--- config.mk ---
export PLATFORM = sky130hd
export DESIGN_NAME = caf_alu
export DESIGN_NICKNAME = d
export VERILOG_FILES = /design/src/core/caf_pkg.sv /design/src/core/caf_alu.sv
export SDC_FILE = /design/constraint.sdc
export NUM_CORES = 1
export LEC_CHECK = 0
export BUFFER_PORTS_ARGS = -buffer_cell sky130_fd_sc_hd__buf_2
export CAP_MARGIN = 10
export CORE_MARGIN = 4
export CORE_UTILIZATION = 45
export CTS_CLUSTER_SIZE = 14
export DETAILED_ROUTE_END_ITERATION = 7
export PLACE_DENSITY_LB_ADDON = 0.1
export SYNTH_ARGS = -nofsm -noshare
export SYNTH_HDL_FRONTEND = slang
export SYNTH_SLANG_ARGS = --single-unit
--- constraint.sdc ---
create_clock -name clock -period 7.1 [get_ports clock]
set_input_delay 0.355 -clock clock [delete_from_list [all_inputs] [get_ports clock]]
set_output_delay 0.355 -clock clock [all_outputs]
set_load 0.05 [all_outputs]
--- src/core/caf_pkg.sv ---
package caf_pkg;
  // register offsets (byte addresses on the apb side)
  localparam logic [11:0] FLAGS_OFS = 12'h000;
  localparam logic [11:0] CTRL_OFS = 12'h004;
  localparam logic [11:0] OPA_OFS = 12'h008;
  localparam logic [11:0] OPB_OFS = 12'h00C;
  localparam logic [11:0] CMD_OFS = 12'h010;
  localparam logic [11:0] RESLO_OFS = 12'h014;
  localparam logic [11:0] RESHI_OFS = 12'h018;
  localparam logic [11:0] NEST_OFS = 12'h01C;
  // flag word field positions
  localparam int C_BIT = 0;
  localparam int Z_BIT = 1;
  localparam int OV_BIT = 2;
  localparam int N_BIT = 3;
  localparam int DC_BIT = 8;
  localparam int IPL_LO = 5;
  // control word field positions
  localparam int PSV_BIT = 2;
  localparam int IPLMSB_BIT = 3;
  // command field positions
  localparam int CMD_OP_LO = 0;
  localparam int CMD_BYTE_BIT = 4;
  localparam int CMD_DST_BIT = 5;
  localparam int CMD_SRC_BIT = 6;
  localparam int CMD_SA_BIT = 7;
  localparam int CMD_SB_BIT = 8;
  localparam logic [15:0] FLAGS_RST = 16'h0000;
  localparam logic [15:0] CTRL_RST = 16'h0000;
  localparam logic [15:0] FLAGS_WMASK = 16'h01EF;
  localparam logic [15:0] CTRL_WMASK = 16'h000C;
  localparam logic [2:0] IPL_TOP = 3'h7;
  localparam int DIV_STEPS = 16;
  typedef enum logic [3:0] {
    OP_ADD = 4'h0,
    OP_SUB = 4'h1,
    OP_AND = 4'h2,
    OP_OR = 4'h3,
    OP_XOR = 4'h4,
    OP_SHL = 4'h5,
    OP_SHR = 4'h6,
    OP_ASR = 4'h7,
    OP_MUL = 4'h8,
    OP_MULLIT = 4'h9,
    OP_MUL8 = 4'hA,
    OP_DIV = 4'hB
  } caf_op_t;
  typedef enum logic [1:0] {
    ST_IDLE = 2'b00,
    ST_DIV = 2'b01,
    ST_DONE = 2'b10
  } caf_state_t;
endpackage

--- src/core/caf_alu.sv ---
// Chosen here: the APB interface to the registers and the register offsets.
`timescale 1ns/1ps
`default_nettype none
// How it works
// - negative flag follows result sign bit on affecting ops
// - overflow flag reports two's complement wrap on arithmetic ops
// - zero flag clears on non-zero result, stays set otherwise on add and subtract
// - carry flag reports carry out of result msb, or the bit shifted out on shifts
// - on subtraction carry and half carry act as borrow complements
// - priority level bits ignore writes while nesting disable is one
// - priority msb plus three status bits form a four-bit level
// - user interrupts blocked while priority msb is one
// - program space window output follows window enable bit
// - unused control word bits read as zero
// - sixteen-bit add, subtract, shift and logic, two's complement
// - byte or word width taken from the command
// - operand A and add, subtract, logic and shift results routed to register array or memory
// - sixteen-bit divisor division assisted by a restoring divider
// - one seventeen-by-seventeen array forms all products
// - signed, unsigned, mixed, five-bit literal and eight-bit products
// - half carry from bit 3 for bytes, bit 7 for words
// - status bits seven to five hold low priority level
module caf_alu (
  input wire logic clock,
  input wire logic nrst,
  input wire logic psel,
  input wire logic penable,
  input wire logic pwrite,
  input wire logic [11:0] paddr,
  input wire logic [31:0] pwdata,
  input wire logic [15:0] memRdata,
  output logic [31:0] prdata,
  output logic pready,
  output logic pslverr,
  output logic [15:0] memWdata,
  output logic memWrite,
  output logic [3:0] cpuLevel,
  output logic userIrqBlock,
  output logic progWindowOn
);
  // ----------------------------------------
  // state
  // ----------------------------------------
  logic [15:0] flags, next_flags, ctrl, next_ctrl, opA, next_opA, opB, next_opB;
  logic [15:0] resLo, next_resLo, resHi, next_resHi, quo, next_quo;
  logic nestDis, next_nestDis;
  logic [8:0] cmd, next_cmd;
  caf_pkg::caf_state_t state, next_state;
  logic [4:0] divCnt, next_divCnt;
  logic [16:0] rem, next_rem;
  logic [31:0] next_prdata;
  logic next_ready, next_err, next_memWrite, next_block, next_window;
  logic [15:0] next_memWdata;
  logic [3:0] next_level;
  // ----------------------------------------
  // helpers
  // ----------------------------------------
  function automatic logic [16:0] ext17(input logic [15:0] v, input logic sgn);
    ext17 = {sgn & v[15], v};
  endfunction
  function automatic logic isMapped(input logic [11:0] a);
    isMapped = (a == caf_pkg::FLAGS_OFS) || (a == caf_pkg::CTRL_OFS) ||
      (a == caf_pkg::OPA_OFS) || (a == caf_pkg::OPB_OFS) ||
      (a == caf_pkg::CMD_OFS) || (a == caf_pkg::RESLO_OFS) ||
      (a == caf_pkg::RESHI_OFS) || (a == caf_pkg::NEST_OFS);
  endfunction
  // ----------------------------------------
  // datapath
  // ----------------------------------------
  logic [16:0] mulA, mulB, sum, trial;
  logic [33:0] prod;
  logic [15:0] srcA, aIn, bIn, res;
  logic byteOp, cOut, hc, ovf, arith, logicOp;
  caf_pkg::caf_op_t op;
  always_comb
  begin
    op = caf_pkg::caf_op_t'(cmd[caf_pkg::CMD_OP_LO +: 4]);
    byteOp = cmd[caf_pkg::CMD_BYTE_BIT];
    srcA = cmd[caf_pkg::CMD_SRC_BIT] ? memRdata : opA;
    aIn = byteOp ? {8'h00, srcA[7:0]} : srcA;
    bIn = byteOp ? {8'h00, opB[7:0]} : opB;
    // single array for every product size and sign mix
    mulA = (op == caf_pkg::OP_MUL8) ? {9'h000, srcA[7:0]} :
      ext17(aIn, cmd[caf_pkg::CMD_SA_BIT] & ~byteOp);
    case (op)
      caf_pkg::OP_MULLIT: mulB = {12'h000, opB[4:0]};
      caf_pkg::OP_MUL8: mulB = {9'h000, opB[7:0]};
      default: mulB = ext17(opB, cmd[caf_pkg::CMD_SB_BIT]);
    endcase
    prod = 34'($signed(mulA) * $signed(mulB));
    sum = 17'h00000;
    res = 16'h0000;
    cOut = 1'b0;
    hc = 1'b0;
    ovf = 1'b0;
    arith = 1'b0;
    logicOp = 1'b0;
    case (op)
      caf_pkg::OP_ADD:
      begin
        sum = {1'b0, aIn} + {1'b0, bIn};
        arith = 1'b1;
      end
      caf_pkg::OP_SUB:
      begin
        // borrow is the inverted carry of a + ~b + 1
        sum = {1'b0, aIn} + {1'b0, byteOp ? {8'h00, ~bIn[7:0]} : ~bIn} + 17'h00001;
        arith = 1'b1;
      end
      caf_pkg::OP_AND: begin res = aIn & bIn; logicOp = 1'b1; end
      caf_pkg::OP_OR: begin res = aIn | bIn; logicOp = 1'b1; end
      caf_pkg::OP_XOR: begin res = aIn ^ bIn; logicOp = 1'b1; end
      caf_pkg::OP_SHL:
      begin
        res = aIn << 1;
        cOut = byteOp ? aIn[7] : aIn[15];
        logicOp = 1'b1;
      end
      caf_pkg::OP_SHR:
      begin
        res = aIn >> 1;
        cOut = aIn[0];
        logicOp = 1'b1;
      end
      caf_pkg::OP_ASR:
      begin
        res = byteOp ? {8'h00, aIn[7], aIn[7:1]} : {aIn[15], aIn[15:1]};
        cOut = aIn[0];
        logicOp = 1'b1;
      end
      default: res = 16'h0000;
    endcase
    if (arith)
    begin
      res = sum[15:0];
      cOut = byteOp ? sum[8] : sum[16];
      // carry out of the 4th or 8th low-order bit
      hc = byteOp ? (aIn[4] ^ bIn[4] ^ (op == caf_pkg::OP_SUB) ^ sum[4])
                  : (aIn[8] ^ bIn[8] ^ (op == caf_pkg::OP_SUB) ^ sum[8]);
      if (byteOp)
        ovf = (aIn[7] ^ res[7]) & ~(aIn[7] ^ bIn[7] ^ (op == caf_pkg::OP_SUB));
      else
        ovf = (aIn[15] ^ res[15]) & ~(aIn[15] ^ bIn[15] ^ (op == caf_pkg::OP_SUB));
    end
    if (byteOp)
      res = {8'h00, res[7:0]};
    trial = {rem[15:0], quo[15]} - {1'b0, opB};
  end
  // ----------------------------------------
  // register and sequencing next state
  // ----------------------------------------
  logic wrEn, rdEn;
  logic [15:0] wdat, fl;
  always_comb
  begin
    wrEn = psel & penable & pwrite & ~pready;
    rdEn = psel & penable & ~pwrite & ~pready;
    wdat = pwdata[15:0];
    next_flags = flags;
    next_ctrl = ctrl;
    next_opA = opA;
    next_opB = opB;
    next_resLo = resLo;
    next_resHi = resHi;
    next_nestDis = nestDis;
    next_cmd = cmd;
    next_state = state;
    next_divCnt = divCnt;
    next_rem = rem;
    next_quo = quo;
    next_prdata = prdata;
    next_ready = 1'b0;
    next_err = 1'b0;
    next_memWdata = memWdata;
    next_memWrite = 1'b0;
    fl = flags;
    // bus waits while a command finishes, so reads never see a stale result
    if (psel & penable & ~pready & (state == caf_pkg::ST_IDLE))
    begin
      next_ready = 1'b1;
      next_err = ~isMapped(paddr);
    end
    if (wrEn && state == caf_pkg::ST_IDLE)
    begin
      case (paddr)
        caf_pkg::FLAGS_OFS:
        begin
          fl = wdat & caf_pkg::FLAGS_WMASK;
          if (nestDis)
            fl[caf_pkg::IPL_LO +: 3] = flags[caf_pkg::IPL_LO +: 3];
          next_flags = fl;
        end
        caf_pkg::CTRL_OFS: next_ctrl = wdat & caf_pkg::CTRL_WMASK;
        caf_pkg::OPA_OFS: next_opA = wdat;
        caf_pkg::OPB_OFS: next_opB = wdat;
        caf_pkg::NEST_OFS: next_nestDis = wdat[0];
        caf_pkg::CMD_OFS:
        begin
          next_cmd = wdat[8:0];
          next_state = caf_pkg::ST_DONE;
          if (wdat[3:0] == caf_pkg::OP_DIV)
          begin
            next_state = caf_pkg::ST_DIV;
            next_divCnt = 5'(caf_pkg::DIV_STEPS);
            next_rem = 17'h00000;
            next_quo = opA;
          end
        end
        default: next_flags = flags;
      endcase
    end
    if (rdEn && state == caf_pkg::ST_IDLE)
    begin
      case (paddr)
        caf_pkg::FLAGS_OFS: next_prdata = {16'h0000, flags};
        caf_pkg::CTRL_OFS: next_prdata = {16'h0000, ctrl};
        caf_pkg::OPA_OFS: next_prdata = {16'h0000, opA};
        caf_pkg::OPB_OFS: next_prdata = {16'h0000, opB};
        caf_pkg::CMD_OFS: next_prdata = {23'h000000, cmd};
        caf_pkg::RESLO_OFS: next_prdata = {16'h0000, resLo};
        caf_pkg::RESHI_OFS: next_prdata = {16'h0000, resHi};
        caf_pkg::NEST_OFS: next_prdata = {31'h00000000, nestDis};
        default: next_prdata = 32'h00000000;
      endcase
    end
    case (state)
      caf_pkg::ST_DIV:
      begin
        // one restoring step per clock, unsigned
        next_quo = {quo[14:0], ~trial[16]};
        next_rem = trial[16] ? {rem[15:0], quo[15]} : trial;
        next_divCnt = divCnt - 5'h01;
        if (divCnt == 5'h01)
          next_state = caf_pkg::ST_DONE;
      end
      caf_pkg::ST_DONE:
      begin
        next_state = caf_pkg::ST_IDLE;
        fl = flags;
        if (op == caf_pkg::OP_DIV)
        begin
          next_resLo = quo;
          next_resHi = rem[15:0];
          fl[caf_pkg::Z_BIT] = (quo == 16'h0000);
        end
        else if (op == caf_pkg::OP_MUL || op == caf_pkg::OP_MULLIT || op == caf_pkg::OP_MUL8)
        begin
          next_resLo = prod[15:0];
          next_resHi = prod[31:16];
        end
        else
        begin
          next_resLo = res;
          next_resHi = 16'h0000;
          if (cmd[caf_pkg::CMD_DST_BIT])
          begin
            next_memWdata = res;
            next_memWrite = 1'b1;
          end
          else
            next_opA = res;
          fl[caf_pkg::N_BIT] = byteOp ? res[7] : res[15];
          if (res != 16'h0000)
            fl[caf_pkg::Z_BIT] = 1'b0;
          else if (op != caf_pkg::OP_ADD && op != caf_pkg::OP_SUB)
            fl[caf_pkg::Z_BIT] = 1'b1;
          if (arith | (logicOp & (op >= caf_pkg::OP_SHL)))
            fl[caf_pkg::C_BIT] = cOut;
          if (arith)
          begin
            fl[caf_pkg::OV_BIT] = ovf;
            fl[caf_pkg::DC_BIT] = hc;
          end
        end
        next_flags = fl;
      end
      default: next_state = next_state;
    endcase
    next_level = {ctrl[caf_pkg::IPLMSB_BIT], flags[caf_pkg::IPL_LO +: 3]};
    next_block = ctrl[caf_pkg::IPLMSB_BIT] |
      (flags[caf_pkg::IPL_LO +: 3] == caf_pkg::IPL_TOP);
    next_window = ctrl[caf_pkg::PSV_BIT];
  end
  // ----------------------------------------
  // registers
  // ----------------------------------------
  always_ff @(posedge clock)
  begin
    if (!nrst)
    begin
      flags <= caf_pkg::FLAGS_RST;
      ctrl <= caf_pkg::CTRL_RST;
      opA <= 16'h0000;
      opB <= 16'h0000;
      resLo <= 16'h0000;
      resHi <= 16'h0000;
      nestDis <= 1'b0;
      cmd <= 9'h000;
      state <= caf_pkg::ST_IDLE;
      divCnt <= 5'h00;
      rem <= 17'h00000;
      quo <= 16'h0000;
      prdata <= 32'h00000000;
      pready <= 1'b0;
      pslverr <= 1'b0;
      memWdata <= 16'h0000;
      memWrite <= 1'b0;
      cpuLevel <= 4'h0;
      userIrqBlock <= 1'b0;
      progWindowOn <= 1'b0;
    end
    else
    begin
      flags <= next_flags;
      ctrl <= next_ctrl;
      opA <= next_opA;
      opB <= next_opB;
      resLo <= next_resLo;
      resHi <= next_resHi;
      nestDis <= next_nestDis;
      cmd <= next_cmd;
      state <= next_state;
      divCnt <= next_divCnt;
      rem <= next_rem;
      quo <= next_quo;
      prdata <= next_prdata;
      pready <= next_ready;
      pslverr <= next_err;
      memWdata <= next_memWdata;
      memWrite <= next_memWrite;
      cpuLevel <= next_level;
      userIrqBlock <= next_block;
      progWindowOn <= next_window;
    end
  end
endmodule
`default_nettype wire

* After elaboration in Yosys (flattened, before gate mapping)
Index checks and enable logic that the tools add are counted.
Word-level totals: register bits after elaboration 180, input bits 65, output and inout bits 57
Cells by class: add/subtract/negate cells 5, $mul 1, $lt $le $gt $ge 1, eq/ne operators 30, muxes and demuxes 66, bitwise gates (word level) 44, reduce and logical (&&, ||, !) cells 39
Operator list (count):
- $mux 16 | 26
- $pmux 16 s8 | 1
- $pmux 16 s6 | 1
- $pmux 17 s2 | 2
- $eq 12x5->1 const B | 4
- $add 16x16->17 | 2
- $mul 17x17->32 | 1
- $mux 9 | 3
- $eq 12x4->1 const B | 2
- $eq 4x4->1 const B | 5
- $mux 5 | 4
- $mux 1 | 19
- $add 17x1->17 const B | 1
- $mux 17 | 1
- $sub 17x16->17 | 1
- $and 16x16->16 | 1
- $eq 4x3->1 const B | 4
- $logic_not 16->1 | 1
- $not 16->16 | 1
- $or 16x16->16 | 1
- $reduce_and 4->1 | 4
- $reduce_bool 16->1 | 1
- $xor 16x16->16 | 1
- $and 1x1->1 | 13
- other kinds (35) | 86

* Depth between registers and ports, before layout
depth after elaboration 13, depth in mapped cells 30, mapped depth without buffers 28

* Least setup slack after synthesis
No wires, ideal clock.
kind reg2reg, start reg cmd[6], end reg resHi[15], library setup time 122 ps, arrival time 6843 ps, setup slack 135 ps, cell stages (with the launch flop) 30, cell sequence dfxtp_1 > buf_6 > buf_4 > mux2i_1 > nor2_1 > inv_1 > nor2_1 > clkbuf_1 > nand2_1 > fa_1 > fa_1 > inv_1 > fa_1 > inv_1 > fa_1 > inv_1 > fa_1 > inv_1 > fa_1 > inv_1 > ha_1 > a21oi_1 > nand3b_1 > a21oi_1 > o21ai_0 > a41o_1 > a2111oi_0 > o31ai_1 > xnor2_1 > o311a_1
Between the ends: cells in the longest elaborated chain, start to end 7
RTL lines:
- from (decl) | RTL line caf_alu.sv:47 | logic [8:0] cmd, next_cmd;
- from (signal assigned) | RTL line caf_alu.sv:321 | cmd <= next_cmd;
- $mux 16 (*) | RTL line caf_alu.sv:79 | srcA = cmd[caf_pkg::CMD_SRC_BIT] ? memRdata : opA;
- $mux 16 | RTL line caf_alu.sv:80 | aIn = byteOp ? {8'h00, srcA[7:0]} : srcA;
- $and 1x1->1 | RTL line caf_alu.sv:59 | ext17 = {sgn & v[15], v};
- $mux 17 (*) | RTL line caf_alu.sv:83 | mulA = (op == caf_pkg::OP_MUL8) ? {9'h000, srcA[7:0]} :
- $mul 17x17->32 (*) | RTL line caf_alu.sv:90 | prod = 34'($signed(mulA) * $signed(mulB));
- $mux 16 (*) | RTL line caf_alu.sv:246 | else if (op == caf_pkg::OP_MUL || op == caf_pkg::OP_MULLIT || op == caf_pkg::OP_MUL8)
- $mux 16 (*) | RTL line caf_alu.sv:240 | if (op == caf_pkg::OP_DIV)
- to (signal assigned) | RTL line caf_alu.sv:319 | resHi <= next_resHi;
- to (decl) | RTL line caf_alu.sv:45 | logic [15:0] resLo, next_resLo, resHi, next_resHi, quo, next_quo;
Mark *: on every way between the ends. The rest lies on a longest branch, timed or not. A chain may end at the register's enable or synchronous reset.

* Worst setup path in the final report
start reg cmd[6], end reg resHi[12]
The elaborated chain is that of the path after synthesis.

==> results.txt <==
Die area: 51420 um^2
Layout net count: 3338
Final WS setup: 252.6 ps
Via count: 20110
DRC Markers: 0
Vias in the first global route: 20120
Clk Latency, worst-skew pair: 440 ps
Post-synth EDFFs: 0
CP Capture Type: flop
Power Density: 81.77 nW/um^2
Crit start category: flop
Slew @ Worst Pin: 1262 ps
Site Rows: 79
CTS Hold Bufs: 0
Max rail drop VDD: 0.0001527 V
Max-Cap Viols: 0
Placement Setup Slack: -113.4 ps
Post-synth cell types: 108
# port buffers: 89
CP Data Required Time: 7410 ps
Largest net degree at the start of global routing: 83
Skew final: 8.817 ps
Hold Crit Depth: 3
Max incr delay on CP: 590 ps
Adder and majority gate portion of the synthesized area: 0.3527
Fillcell total: 4488
Initial Util: 0.4587
Yosys reg bits: 164
Final number of hold-violating endpoints: 0
DRT Pass-1 Iters: 6
Max Buffers Root-to-Sink: 2
Post-synthesis async set-or-reset flop share: 0
CTS tree: yes
Syn. warnings: 0
Yosys top cell area share: 0.2649
Top FF cell, synth: dfxtp_1
Post-synth top area cell: fa_1
Syn Area/Cell: 8.248 um^2
Clock sinks: 164
Core Area: 46950 um^2
CTS buffer count: 17
Max Clock Freq: 0.1460 GHz
Root Buffer: clkbuf_16
Slew Viols, Final: 0
Post-Syn Area: 21540 um^2
I/O pin cnt: 122
GPL Wtd Cong: 0.9814
Final setup vio count: 0
Leakage: 11.56 nW
Compound-cell area share of the yosys netlist: 0.1651
Overall Power: 2.041 mW
Routed len/inst: 24.46 um
Fin Hold WS: 224.3 ps
R2R depth: 30
Main combinational cell family by area after synthesis: adder cells
GRT overflow: 0
WL final: 84620 um
Hpwl dp: 69550 um
Area delta synth->final: 15.90%
Multiplexer share of the synthesized area: 0.03469
DRT antenna net count: 0
Synth top area cells: fa_1, dfxtp_1, ha_1, inv_1, nor2_1
CP max-delay cell: fa_1
Sequential share of the synthesized area: 0.1525
Min Tclk post-route: 6847 ps
Synth Area in XOR/XNOR: 0.02963
Total negative slack: 0 ps
DIE HEIGHT: 226.8 um
Global-route wire length before repair: 126400 um
Synth Instances: 2611
Fin crit share: 0.9644
Initial DRC Count: 1897
Arr. time, crit path: 7160 ps
Vias per cell: 5.811
Layout cells sized above 1: 0.1593
Critical Path Fanout Max: 10
H-Tree Level Count: 4
Die Span X: 226.8 um
Clk slew on worst S/H paths: 70 ps
GRT Util Overall: 0.3304
Status: complete, no violations
Initial antenna violation count: 3
Max transition margin: 0.1528
Hold Crit Class: primary input to flop
Setup CP Type: flop to flop
Synth Area in Simple Gates: 0.1727
-- flip-flops by register name (all words and copies together) (netlist names), 2 cells and up --
name and flops:
opA 16, divCnt 5, ctrl 2, resLo 16, cpuLevel 4, flags 8, prdata 16, memWdata 16
resHi 16, opB 16, cmd 9, quo 16, rem 16, state 2
-- stage by stage --
| stage | cells | util | instance area (um^2) |
|---|---|---|---|
| floorplan | 2626 | - | 21590 |
| global placement | 3422 | 0.5139 | 24130 |
| detailed placement | 3422 | 0.5139 | 24130 |
| CTS | 3454 | 0.5280 | 24790 |
| global route | 3457 | 0.5315 | 24950 |
| finish | 3460 | 0.5316 | 24960 |
-- logic make-up (layout without fill, tap and decap cells) --
kind of cell | after synthesis | count (layout)
fa+ha+maj | 436 | 436
compound gates | 533 | 533
mux | 71 | 71
simple gates | 832 | 832
buf+inv | 502 | 726
other cells | 1 | 19
xor+xnor | 72 | 72
flops | 164 | 164
-- layout make-up --
cell class                 instances  area [um^2]  area share
multi-input combinational       1960        16490      0.6608
timing repair buffer             338         2426     0.09720
tap                              607        759.5     0.03043
clock inverter                    14        211.5    0.008472
inverter                         356         1338     0.05359
antenna                            3        7.507   0.0003008
clock buffer                      18        439.2     0.01759
sequential                       164         3286      0.1316
-- worst max-delay path: cells and delay by family (launching register included) --
family	cells	cell delay, ps
muxes	1	150
adders and majority gates	7	3250
buffers and inverters	9	1050
DFF	1	340
xor gates and xnor gates	1	240
AOI/OAI and AO/OA	9	1300
and+or+nand+nor	3	360
-- path summary, 6_finish.rpt --
| kind | start | endpoint | slack, ps |
|---|---|---|---|
| worst max register to register | cmd[6] | resHi[12] | 250 |
| worst min register to register | memWdata[12] | memWdata[12] | 450 |
| worst max-delay path | cmd[6] | resHi[12] | 250 |
| worst min-delay path | pwdata[4] | cmd[4] | 220 |
-- timing repair --
action                     CTS  global route
setup buffers                0             3
hold endpoints to repair     0             0
pin swaps                    0            16
resized for setup            4            39
setup endpoints to repair    2             9
-- synth_stat cells, types with 6 or more instances --
| master | instances |
|---|---|
| or3_1 | 8 |
| a221oi_1 | 11 |
| o22ai_1 | 20 |
| o31ai_1 | 8 |
| ha_1 | 151 |
| inv_1 | 345 |
| nor4_1 | 10 |
| nand2_1 | 293 |
| nor3_1 | 25 |
| and2_1 | 22 |
| o21ai_0 | 82 |
| nand3_1 | 29 |
| nor2b_1 | 34 |
| xor2_1 | 20 |
| fa_1 | 285 |
| clkbuf_1 | 104 |
| xnor2_1 | 51 |
| buf_4 | 22 |
| o21a_1 | 13 |
| nor2_1 | 325 |
| buf_2 | 15 |
| nand2b_1 | 19 |
| a22oi_1 | 47 |
| a21o_1 | 21 |
| clkinv_1 | 6 |
| a222oi_1 | 6 |
| nand3b_1 | 6 |
| o211ai_1 | 11 |
| dfxtp_1 | 164 |
| a211oi_1 | 62 |
| and3_1 | 19 |
| o21bai_1 | 9 |
| a21oi_1 | 153 |
| a31oi_1 | 18 |
| mux2i_1 | 65 |
-- report_power, final --
| part | leakage, nW | total [mW] | switching [mW] | internal [mW] |
|---|---|---|---|---|
| logic | 9.92 | 0.0754 | 0.0615 | 0.0139 |
| clock network | 0.316 | 1.05 | 0.436 | 0.610 |
| registers | 1.32 | 0.920 | 0.000195 | 0.920 |
| total | 11.6 | 2.04 | 0.497 | 1.54 |
-- metal layers --
metal	part of all wire	track usage
met2	0.45	0.5212
met4	0.054	0.1430
met3	0.080	0.05645
met1	0.41	0.4498
met5	0	0
-- cells in the final DEF (no fill, tap or decap), types with 18 or more instances in the layout --
cell type,Yosys,layout
inv_1,345,344
nor2_1,325,319
nand2_1,293,291
fa_1,285,281
buf_4,22,238
dfxtp_1,164,162
ha_1,151,151
a21oi_1,153,147
buf_2,15,89
o21ai_0,82,82
mux2i_1,65,64
a211oi_1,62,61
xnor2_1,51,50
a22oi_1,47,47
nor2b_1,34,33
nand3_1,29,29
nor3_1,25,24
a21o_1,21,21
and2_1,22,20
xor2_1,20,20
o22ai_1,20,20
nand2b_1,19,19
and3_1,19,18
No activity file was read; power rests on OpenSTA's default activity.
